`config.mk`:
```
export PLATFORM = sky130hd
export DESIGN_NAME = panel_clock_window_power_regs
export DESIGN_NICKNAME = d
export VERILOG_FILES = /design/src/panel_regs_pkg.sv /design/src/panel_clock_window_power_regs.sv
export VERILOG_INCLUDE_DIRS = /design/src
export SDC_FILE = /design/constraint.sdc
export NUM_CORES = 1
export LEC_CHECK = 0
export BUFFER_PORTS_ARGS = -buffer_cell sky130_fd_sc_hd__buf_2
export CORE_AREA = 2 2 124 126
export DETAILED_ROUTE_END_ITERATION = 12
export DIE_AREA = 0 0 126 128
export GPL_TIMING_DRIVEN = 1
export PLACE_DENSITY = 0.83
export SETUP_SLACK_MARGIN = 0.4
export SLEW_MARGIN = 20
export SYNTH_ARGS = -nofsm -noshare
export SYNTH_HDL_FRONTEND = slang
export SYNTH_SLANG_ARGS = --single-unit
```
`constraint.sdc`:
```
create_clock -name pclk -period 1.2 [get_ports pclk]
set_input_delay 0 -clock pclk [delete_from_list [all_inputs] [get_ports pclk]]
set_output_delay 0 -clock pclk [all_outputs]
set_load 0.05 [all_outputs]
```
`src/panel_regs_params.svh`:
```
// constants for the panel clock, window and power register bank
`ifndef PANEL_REGS_PARAMS_SVH
`define PANEL_REGS_PARAMS_SVH

// register indices; byte address is four times the index
`define IDX_FB_DIV 8'hC8
`define IDX_REF_DIV 8'hC9
`define IDX_MUX_DIV 8'hCA
`define IDX_PHASE_A 8'hCB
`define IDX_PHASE_B 8'hCC
`define IDX_AA_CTRL 8'hCD
`define IDX_HSTART_LO 8'hD8
`define IDX_HSTART_HI 8'hD9
`define IDX_VSTART_LO 8'hDA
`define IDX_VSTART_HI 8'hDB
`define IDX_HSIZE_LO 8'hDC
`define IDX_HSIZE_HI 8'hDD
`define IDX_VSIZE_LO 8'hDE
`define IDX_VSIZE_HI 8'hDF
`define IDX_POWER 8'hE0

// reset values
`define RST_FB_DIV 8'h15
`define RST_REF_DIV 8'h02
`define RST_MUX_DIV 8'h01
`define RST_PHASE_A 8'h00
`define RST_PHASE_B 8'h00
`define RST_AA_CTRL 8'h00
`define RST_WIN_ZERO 8'h00
`define RST_HSIZE_LO 8'hE0
`define RST_HSIZE_HI 8'h01
`define RST_VSIZE_LO 8'hEA
`define RST_POWER 8'h9C

// bus geometry
`define ADDR_W 12
`define NUM_REGS 15
`define SLOT_W 4
`define IDX_LSB 2
`define IDX_MSB 9

// power register bits
`define PWR_PADS_N 7
`define PWR_LINEMEM 6
`define PWR_COMB_N 4
`define PWR_OE_C_N 3
`define PWR_OE_B_N 2
`define PWR_OE_A_N 1
`define PWR_DC_N 0

// field positions inside their registers
`define FB_DIV_MSB 6
`define REF_DIV_MSB 4
`define SRC_MSB 7
`define SRC_LSB 6
`define PLL_PD_BIT 5
`define DOUBLE_DIV_BIT 4
`define EXDIV_MSB 3
`define EXDIV_LSB 2
`define POST_DIV_MSB 1
`define PHASE_MSB 7
`define PHASE_LSB 4
`define AUX_DIV_MSB 3
`define AA_EN_BIT 0
`define HI_NIB_MSB 3

// extra-division codes at or above this are unused
`define EXDIV_LIMIT 2'h2

`endif

```
`src/panel_regs_pkg.sv`:
```
// types shared by the panel clock, window and power register bank
package panel_regs_pkg;
  typedef logic [7:0] byte_t;
  typedef enum logic [1:0] {
    SRC_PLL = 2'b00,
    SRC_REF = 2'b01,
    SRC_HIGH = 2'b10,
    SRC_HIGH_ALT = 2'b11
  } clk_src_e;
endpackage : panel_regs_pkg

```
`src/panel_clock_window_power_regs.sv`:
```
// APB register bank for display PLL, window and power controls
`timescale 1ns/1ps
`include "panel_regs_params.svh"

module panel_clock_window_power_regs (
  // apb slave
  input wire logic pclk,
  input wire logic presetn,
  input wire logic psel,
  input wire logic penable,
  input wire logic pwrite,
  input wire logic [11:0] paddr,
  input wire logic [31:0] pwdata,
  output logic [31:0] prdata,
  output logic pready,
  output logic pslverr,
  // context from neighbouring logic
  input wire logic serial_rgb_en,
  input wire logic pll_clk,
  input wire logic ref_clk,
  // display pll
  output logic [6:0] pll_fb_div,
  output logic [4:0] pll_ref_div,
  output logic [1:0] clk_src_select,
  output logic display_pll_powerdown,
  output logic pll_output_double_div,
  output logic [1:0] pll_extra_div,
  output logic [1:0] pll_post_div,
  output logic pix_clk,
  // timing clock phase
  output logic [3:0] phase_clk_a,
  output logic [3:0] phase_clk_c,
  output logic [3:0] phase_aux_div,
  // main window
  output logic subpixel_aa_en,
  output logic [11:0] main_win_h_start,
  output logic [11:0] main_win_v_start,
  output logic [11:0] main_win_h_size,
  output logic [11:0] main_win_v_size,
  // power
  output logic pad_powerdown_n,
  output logic other_pads_en,
  output logic decoder_linemem_pd,
  output logic comb_decoder_pd_n,
  output logic timing_clk_a_oe,
  output logic timing_clk_b_oe,
  output logic timing_clk_c_oe,
  output logic dc_iface_pd_n
);

  // ----------------------------------------------------------------
  // address decode
  // ----------------------------------------------------------------
  logic [7:0] idx;
  logic hit;
  logic [3:0] slot;
  logic setup_ph;
  logic wr_take;

  assign idx = paddr[`IDX_MSB:`IDX_LSB];
  assign setup_ph = psel && !penable;

  always_comb
  begin
    hit = 1'b1;
    slot = 4'h0;
    case (idx)
      `IDX_FB_DIV: slot = 4'h0;
      `IDX_REF_DIV: slot = 4'h1;
      `IDX_MUX_DIV: slot = 4'h2;
      `IDX_PHASE_A: slot = 4'h3;
      `IDX_PHASE_B: slot = 4'h4;
      `IDX_AA_CTRL: slot = 4'h5;
      `IDX_HSTART_LO: slot = 4'h6;
      `IDX_HSTART_HI: slot = 4'h7;
      `IDX_VSTART_LO: slot = 4'h8;
      `IDX_VSTART_HI: slot = 4'h9;
      `IDX_HSIZE_LO: slot = 4'hA;
      `IDX_HSIZE_HI: slot = 4'hB;
      `IDX_VSIZE_LO: slot = 4'hC;
      `IDX_VSIZE_HI: slot = 4'hD;
      `IDX_POWER: slot = 4'hE;
      default: hit = 1'b0;
    endcase
    // misaligned or out-of-range addresses are refused
    if (paddr[1:0] != 2'h0 || paddr[11:10] != 2'h0)
    begin
      hit = 1'b0;
    end
  end

  // zero wait states: data is staged during setup, so pready can stay high
  assign pready = 1'b1;
  assign wr_take = psel && penable && pwrite && hit;

  // ----------------------------------------------------------------
  // register storage
  // ----------------------------------------------------------------
  panel_regs_pkg::byte_t regs_q [`NUM_REGS];
  panel_regs_pkg::byte_t regs_d [`NUM_REGS];

  function automatic panel_regs_pkg::byte_t reset_val(input int unsigned s);
    panel_regs_pkg::byte_t v;
    case (s)
      0: v = `RST_FB_DIV;
      1: v = `RST_REF_DIV;
      2: v = `RST_MUX_DIV;
      3: v = `RST_PHASE_A;
      4: v = `RST_PHASE_B;
      5: v = `RST_AA_CTRL;
      10: v = `RST_HSIZE_LO;
      11: v = `RST_HSIZE_HI;
      12: v = `RST_VSIZE_LO;
      14: v = `RST_POWER;
      default: v = `RST_WIN_ZERO;
    endcase
    return v;
  endfunction : reset_val

  // whole byte stored, spare bits included, and used at once except the extra division, registered one cycle later
  always_comb
  begin
    for (int i = 0; i < `NUM_REGS; i++)
    begin
      regs_d[i] = regs_q[i];
    end
    if (wr_take)
    begin
      regs_d[slot] = pwdata[7:0];
    end
  end

  always_ff @(posedge pclk or negedge presetn)
  begin
    if (!presetn)
    begin
      for (int i = 0; i < `NUM_REGS; i++)
      begin
        regs_q[i] <= reset_val(i);
      end
    end
    else
    begin
      for (int i = 0; i < `NUM_REGS; i++)
      begin
        regs_q[i] <= regs_d[i];
      end
    end
  end

  // ----------------------------------------------------------------
  // read path
  // ----------------------------------------------------------------
  logic [31:0] prdata_q;
  logic [31:0] prdata_d;
  logic pslverr_q;
  logic pslverr_d;

  always_comb
  begin
    prdata_d = prdata_q;
    pslverr_d = pslverr_q;
    if (setup_ph)
    begin
      pslverr_d = !hit;
      prdata_d = 32'h0000_0000;
      if (hit && !pwrite)
      begin
        prdata_d = {24'h00_0000, regs_q[slot]};
      end
    end
  end

  always_ff @(posedge pclk or negedge presetn)
  begin
    if (!presetn)
    begin
      prdata_q <= 32'h0000_0000;
      pslverr_q <= 1'b0;
    end
    else
    begin
      prdata_q <= prdata_d;
      pslverr_q <= pslverr_d;
    end
  end

  assign prdata = prdata_q;
  assign pslverr = pslverr_q;

  // ----------------------------------------------------------------
  // extra division gating
  // ----------------------------------------------------------------
  // unused codes or a parallel panel fall back to no extra division,
  // so a stray write cannot feed the pll an illegal ratio
  logic [1:0] exdiv_q;
  logic [1:0] exdiv_d;

  always_comb
  begin
    exdiv_d = 2'h0;
    if (serial_rgb_en && regs_q[2][`EXDIV_MSB:`EXDIV_LSB] < `EXDIV_LIMIT)
    begin
      exdiv_d = regs_q[2][`EXDIV_MSB:`EXDIV_LSB];
    end
  end

  always_ff @(posedge pclk or negedge presetn)
  begin
    if (!presetn)
    begin
      exdiv_q <= 2'h0;
    end
    else
    begin
      exdiv_q <= exdiv_d;
    end
  end

  // ----------------------------------------------------------------
  // field outputs
  // ----------------------------------------------------------------
  assign pll_fb_div = regs_q[0][`FB_DIV_MSB:0];
  assign pll_ref_div = regs_q[1][`REF_DIV_MSB:0];
  assign clk_src_select = regs_q[2][`SRC_MSB:`SRC_LSB];
  assign display_pll_powerdown = regs_q[2][`PLL_PD_BIT];
  assign pll_output_double_div = regs_q[2][`DOUBLE_DIV_BIT];
  assign pll_extra_div = exdiv_q;
  assign pll_post_div = regs_q[2][`POST_DIV_MSB:0];
  assign phase_clk_a = regs_q[3][`PHASE_MSB:`PHASE_LSB];
  assign phase_aux_div = regs_q[3][`AUX_DIV_MSB:0];
  assign phase_clk_c = regs_q[4][`PHASE_MSB:`PHASE_LSB];
  assign subpixel_aa_en = regs_q[5][`AA_EN_BIT];
  // no shadowing: a half-written value is visible between the two writes
  assign main_win_h_start = {regs_q[7][`HI_NIB_MSB:0], regs_q[6]};
  assign main_win_v_start = {regs_q[9][`HI_NIB_MSB:0], regs_q[8]};
  assign main_win_h_size = {regs_q[11][`HI_NIB_MSB:0], regs_q[10]};
  assign main_win_v_size = {regs_q[13][`HI_NIB_MSB:0], regs_q[12]};

  // clock source mux; glitches on switching are the user's concern
  always_comb
  begin
    case (panel_regs_pkg::clk_src_e'(regs_q[2][`SRC_MSB:`SRC_LSB]))
      panel_regs_pkg::SRC_PLL: pix_clk = pll_clk;
      panel_regs_pkg::SRC_REF: pix_clk = ref_clk;
      default: pix_clk = 1'b1;
    endcase
  end

  assign pad_powerdown_n = regs_q[14][`PWR_PADS_N];
  assign other_pads_en = regs_q[14][`PWR_PADS_N];
  assign decoder_linemem_pd = regs_q[14][`PWR_LINEMEM];
  assign comb_decoder_pd_n = regs_q[14][`PWR_COMB_N];
  // clocks A and B keep their pads through a pad power-down
  assign timing_clk_a_oe = !regs_q[14][`PWR_OE_A_N];
  assign timing_clk_b_oe = !regs_q[14][`PWR_OE_B_N];
  assign timing_clk_c_oe = !regs_q[14][`PWR_OE_C_N] && regs_q[14][`PWR_PADS_N];
  assign dc_iface_pd_n = regs_q[14][`PWR_DC_N];

  // ----------------------------------------------------------------
  // checks
  // ----------------------------------------------------------------
  logic wr_at_fb;
  logic wr_at_ref;
  logic wr_at_mux;
  logic wr_at_hhi;
  logic wr_at_vslo;
  logic wr_at_pha;
  logic wr_at_phc;
  logic wr_at_aa;
  logic wr_at_vstlo;
  logic wr_at_hzhi;
  logic wr_at_pwr;

  assign wr_at_fb = wr_take && idx == `IDX_FB_DIV;
  assign wr_at_ref = wr_take && idx == `IDX_REF_DIV;
  assign wr_at_mux = wr_take && idx == `IDX_MUX_DIV;
  assign wr_at_hhi = wr_take && idx == `IDX_HSTART_HI;
  assign wr_at_vslo = wr_take && idx == `IDX_VSIZE_LO;
  assign wr_at_pha = wr_take && idx == `IDX_PHASE_A;
  assign wr_at_phc = wr_take && idx == `IDX_PHASE_B;
  assign wr_at_aa = wr_take && idx == `IDX_AA_CTRL;
  assign wr_at_vstlo = wr_take && idx == `IDX_VSTART_LO;
  assign wr_at_hzhi = wr_take && idx == `IDX_HSIZE_HI;
  assign wr_at_pwr = wr_take && idx == `IDX_POWER;

  fb_write_a: assert property (@(posedge pclk) disable iff (!presetn)
    wr_at_fb |=> pll_fb_div == $past(pwdata[6:0]))
    else $error("feedback divider did not take write");

  ref_write_a: assert property (@(posedge pclk) disable iff (!presetn)
    wr_at_ref |=> pll_ref_div == $past(pwdata[4:0]))
    else $error("reference divider did not take write");

  src_high_a: assert property (@(posedge pclk) disable iff (!presetn)
    clk_src_select[1] |-> pix_clk)
    else $error("pixel clock not held high");

  src_bypass_a: assert property (@(posedge pclk) disable iff (!presetn)
    clk_src_select == 2'h1 |-> pix_clk == ref_clk)
    else $error("bypass does not pass reference clock");

  exdiv_gate_a: assert property (@(posedge pclk) disable iff (!presetn)
    !serial_rgb_en || regs_q[2][`EXDIV_MSB] |=> pll_extra_div == 2'h0)
    else $error("extra division used while not allowed");

  exdiv_pass_a: assert property (@(posedge pclk) disable iff (!presetn)
    serial_rgb_en && !regs_q[2][`EXDIV_MSB]
      |=> pll_extra_div == $past(regs_q[2][`EXDIV_MSB:`EXDIV_LSB]))
    else $error("extra division not passed");

  post_write_a: assert property (@(posedge pclk) disable iff (!presetn)
    wr_at_mux |=> pll_post_div == $past(pwdata[1:0]) && clk_src_select == $past(pwdata[7:6]))
    else $error("mux register did not take write");

  hstart_hi_a: assert property (@(posedge pclk) disable iff (!presetn)
    wr_at_hhi |=> main_win_h_start[11:8] == $past(pwdata[3:0])
      && $stable(main_win_h_start[7:0]))
    else $error("horizontal start high nibble wrong");

  vsize_lo_a: assert property (@(posedge pclk) disable iff (!presetn)
    wr_at_vslo |=> main_win_v_size[7:0] == $past(pwdata[7:0]))
    else $error("vertical size low byte wrong");

  pad_pd_a: assert property (@(posedge pclk) disable iff (!presetn)
    !pad_powerdown_n |-> !other_pads_en && !timing_clk_c_oe)
    else $error("pads active during pad power-down");

  oe_map_a: assert property (@(posedge pclk) disable iff (!presetn)
    timing_clk_a_oe == !regs_q[14][`PWR_OE_A_N]
      && timing_clk_b_oe == !regs_q[14][`PWR_OE_B_N])
    else $error("timing clock enables mismatch");

  read_back_a: assert property (@(posedge pclk) disable iff (!presetn)
    setup_ph && !pwrite && hit && idx == `IDX_FB_DIV
      |=> prdata[7:0] == $past(regs_q[0]) && !pslverr)
    else $error("readback of feedback register wrong");

  unmapped_a: assert property (@(posedge pclk) disable iff (!presetn)
    setup_ph && !hit |=> pslverr && prdata == 32'h0000_0000)
    else $error("unmapped access not flagged");

  // a refused write must leave the feedback divider, anti-alias enable and vertical size untouched
  unmapped_write_a: assert property (@(posedge pclk) disable iff (!presetn)
    psel && penable && pwrite && !hit
      |=> $stable(pll_fb_div) && $stable(subpixel_aa_en) && $stable(main_win_v_size))
    else $error("refused write changed a register");

  phase_a_write_a: assert property (@(posedge pclk) disable iff (!presetn)
    wr_at_pha |=> phase_clk_a == $past(pwdata[`PHASE_MSB:`PHASE_LSB])
      && phase_aux_div == $past(pwdata[`AUX_DIV_MSB:0]))
    else $error("first phase register did not take write");

  phase_c_write_a: assert property (@(posedge pclk) disable iff (!presetn)
    wr_at_phc |=> phase_clk_c == $past(pwdata[`PHASE_MSB:`PHASE_LSB]))
    else $error("second phase register did not take write");

  aa_write_a: assert property (@(posedge pclk) disable iff (!presetn)
    wr_at_aa |=> subpixel_aa_en == $past(pwdata[`AA_EN_BIT]))
    else $error("anti-alias enable did not take write");

  vstart_lo_a: assert property (@(posedge pclk) disable iff (!presetn)
    wr_at_vstlo |=> main_win_v_start[7:0] == $past(pwdata[7:0])
      && $stable(main_win_v_start[11:8]))
    else $error("vertical start low byte wrong");

  hsize_hi_a: assert property (@(posedge pclk) disable iff (!presetn)
    wr_at_hzhi |=> main_win_h_size[11:8] == $past(pwdata[`HI_NIB_MSB:0])
      && $stable(main_win_h_size[7:0]))
    else $error("horizontal size high nibble wrong");

  pad_write_a: assert property (@(posedge pclk) disable iff (!presetn)
    wr_at_pwr |=> pad_powerdown_n == $past(pwdata[`PWR_PADS_N])
      && timing_clk_a_oe == !$past(pwdata[`PWR_OE_A_N]))
    else $error("pad power-down or clock A exception wrong");

  linemem_pd_a: assert property (@(posedge pclk) disable iff (!presetn)
    wr_at_pwr |=> decoder_linemem_pd == $past(pwdata[`PWR_LINEMEM]))
    else $error("line memory power-down wrong");

  comb_pd_a: assert property (@(posedge pclk) disable iff (!presetn)
    wr_at_pwr |=> comb_decoder_pd_n == $past(pwdata[`PWR_COMB_N]))
    else $error("comb decoder power-down wrong");

  clk_c_oe_a: assert property (@(posedge pclk) disable iff (!presetn)
    wr_at_pwr |=> timing_clk_c_oe
      == (!$past(pwdata[`PWR_OE_C_N]) && $past(pwdata[`PWR_PADS_N])))
    else $error("timing clock C enable wrong");

  dc_pd_a: assert property (@(posedge pclk) disable iff (!presetn)
    wr_at_pwr |=> dc_iface_pd_n == $past(pwdata[`PWR_DC_N]))
    else $error("dc interface power-down wrong");

endmodule : panel_clock_window_power_regs

```
==> run metrics <==
final hold vios 0; fill count 875; fin nets 859; DP HPWL 13800 µm; Fmax 575 MHz; vias in the first global route 6048; first-pass detailed-route iteration total 5; gr busiest metal met2; IO Count 176; Max-slew headroom 0.665; TritonCTS clock tree built; final wirelength 25400 µm; clock latency on the worst-skew pair 430 ps; Post-Synthesis Cells 624; placer's final routability congestion estimate 0.901; Post-Synthesis Cell Area 7120 µm²; Final Cell Area 10600 µm²; number of CTS-inserted buffers 17; Die Y 128 µm; clk_skew 8.79 ps; clock sinks 131; EDFF count, synth 0; PwrDens 997 nW/µm²; crit path kind primary input to register; Critical Path Start Type primary input; Horiz. Die Dim 126 µm; Setup crit end kind register; layout cell share with drive strength beyond 1 0.620; Via-to-Cell Ratio 5.99; fin crit share 1.45; initial antenna violation count 1; #FFs+latches synth 131; Synth top area share 0.397; WL/cell 25.2 µm; hold_ws 77.2 ps; CTS root buf clkbuf_16; placeable core region 14900 µm²; failing checks negative setup slack; Pleak 5.17 nW; GRT overflow 0; Initial Util 0.479; Area contributors post-synth dfrtp_1 40%, mux2_2 16%, buf_4 11%, dfstp_2 6.6%, mux2i_1 5.5%; M1 GR Usage 0.386; met2 usage in global routing 0.455; CTS Buffer Depth 2; ys flop type dfrtp_1; Critical Path AT 2050 ps; yosys warns 0; worst-path fanout max 4; # setup viols final 138; Total GRT Usage 0.298; Setup WS pre-CTS -1020 ps; met3 GRT Util 0.0956; register area share after synthesis 0.463; 1st-iter DRT viols 699; Placed Area 8300 µm²; Fin Setup TNS -53340 ps; worst-margin pin slew 502 ps; post-synth cell types 53; Avg Cell Area, Syn 11.4 µm²; share of flip-flops with an asynchronous set or reset 1.00; Residual DRC 0; worst vdd ir 916 µV; outcome finished, violations left; RSZ-0062 raised after global routing true; Layout area overhead 48.6%; Reg clk slew, reported paths 70 ps; post-route ant nets 0; Die Area 16100 µm²; first-pass GRT wire length 36300 µm; I/O Buffers 126; pin count of the biggest net entering global routing 90; Slew Viols, Final 0; worst setup margin -539 ps; Via Count 6039; Max-cap violations 0; Site Rows 45; Yosys top cell by area dfrtp_1; minimum clock period 1740 ps; htree depth 4; Crit path required time 1510 ps; hold crit path type primary input to register
==> routing by layer <==
layer,share of wire,up-vias
met2,0.46,490
li1,-,2426
met1,0.39,2990
met4,0.057,0
met5,0,-
met3,0.099,133
==> layout by cell type, fill, tap and decap left out, types with 3 or more instances in the layout <==
| master | synthesis | routed |
|---|---|---|
| buf_6 | 2 | 113 |
| dfrtp_1 | 113 | 110 |
| buf_4 | 103 | 94 |
| mux2_4 | 16 | 76 |
| nand2_1 | 70 | 65 |
| mux2_2 | 102 | 46 |
| mux2i_1 | 39 | 37 |
| buf_8 | 0 | 36 |
| conb_1 | 2 | 26 |
| nand3_1 | 27 | 25 |
| buf_2 | 8 | 24 |
| clkbuf_16 | 0 | 17 |
| dfstp_2 | 18 | 17 |
| a21oi_1 | 14 | 11 |
| buf_12 | 0 | 9 |
| nor2_4 | 0 | 5 |
| clkbuf_8 | 0 | 5 |
| nor4_4 | 2 | 4 |
| dlygate4sd3_1 | 0 | 4 |
| inv_2 | 0 | 3 |
| o21ai_1 | 2 | 3 |
| or4_4 | 1 | 3 |
| or2_4 | 0 | 3 |
| a21oi_2 | 0 | 3 |
| o22ai_1 | 5 | 3 |
| clkbuf_1 | 27 | 3 |
| clkinvlp_4 | 0 | 3 |
| dfrtp_2 | 0 | 3 |
==> area by class of cell <==
cell class	instances	area [µm²]	share of cell area
clock buffer	25	505	0.0478
timing repair buffer	280	2860	0.270
inverter	5	18.8	0.00177
tap	188	235	0.0222
sequential	131	3310	0.313
multi-input combinational	372	3560	0.336
clock inverter	7	96.3	0.00910
antenna	1	2.50	0.000236
==> synthesized netlist by cell type, drive strengths merged, types with 2 or more instances <==
library cell / n
o21ai: 6
o31ai: 4
a211oi: 2
a31o: 2
xor2: 2
nor4: 4
nand4b: 2
mux2i: 39
or4: 4
dfrtp: 113
nand3: 27
o22ai: 5
nor2: 8
nor2b: 3
a21oi: 14
nand2: 70
inv: 5
dfstp: 18
a221oi: 2
a211o: 3
o41ai: 3
conb: 2
mux2: 122
buf: 113
clkbuf: 27
nand2b: 2
a31oi: 3
or2: 3
==> worst max-delay path, stage by stage <==
cell     delay (ps)
buf_6            90
or4_4           540
a211o_4         300
or3_4           360
buf_12          140
nor2_4          140
buf_6           160
mux2_4          310
==> flip-flops by register name, indices dropped and copies added (netlist names), 5 cells and up <==
name	cells
main_win_h_size	12
regs_q	37
pll_fb_div	7
prdata	8
main_win_v_size	12
main_win_v_start	12
main_win_h_start	12
pll_ref_div	5
==> path summary, 6_finish.rpt <==
path                                    start                 end  slack [ps]  cells after the start
worst max-delay path                 paddr[1]       pll_fb_div[3]        -540                      8
worst min-delay path                 paddr[1]             pslverr          80                      5
worst max register to register  pll_fb_div[5]           prdata[5]        -240                      4
worst min register to register     regs_q[99]    pll_extra_div[0]         440                      1
max in group asynchronous             presetn  main_win_v_size[7]         590                      3
min in group asynchronous             presetn          regs_q[29]         120                      3
==> where the power goes <==
| group | internal [mW] | switching, mW |
|---|---|---|
| clock network | 3.34 | 2.03 |
| logic | 0.204 | 0.540 |
| registers | 4.43 | 0.00794 |
==> through the flow <==
stage / utilization / cells / power, mW
floorplan: - / 648 / 4.95
global placement: 0.558 / 919 / 5.16
detailed placement: 0.558 / 919 / 5.17
CTS: 0.689 / 984 / 10.4
global route: 0.712 / 1009 / 10.8
finish: 0.712 / 1009 / 10.5
==> what timing repair did <==
action / CTS / global route
gates resized for setup: 315 / 35
hold buffers: 4 / 0
endpoints found under the hold margin: 123 / 0
setup buffers: 29 / 24
pin swaps: 12 / 9
endpoints found under the setup margin: 228 / 228
==> kinds of logic (layout without fill, tap and decap cells) <==
group | Yosys count | in the layout | share of synthesized area
buffers and inverters | 145 | 317 | 0.134
XOR/XNOR | 2 | 2 | 0.00246
flip-flops | 131 | 131 | 0.463
AO/OA/AOI/OAI | 52 | 52 | 0.0497
other | 2 | 27 | 0.00105
AND/OR/NAND/NOR | 131 | 131 | 0.0931
multiplexers | 161 | 161 | 0.256
Power figures use the tool's default switching activity.
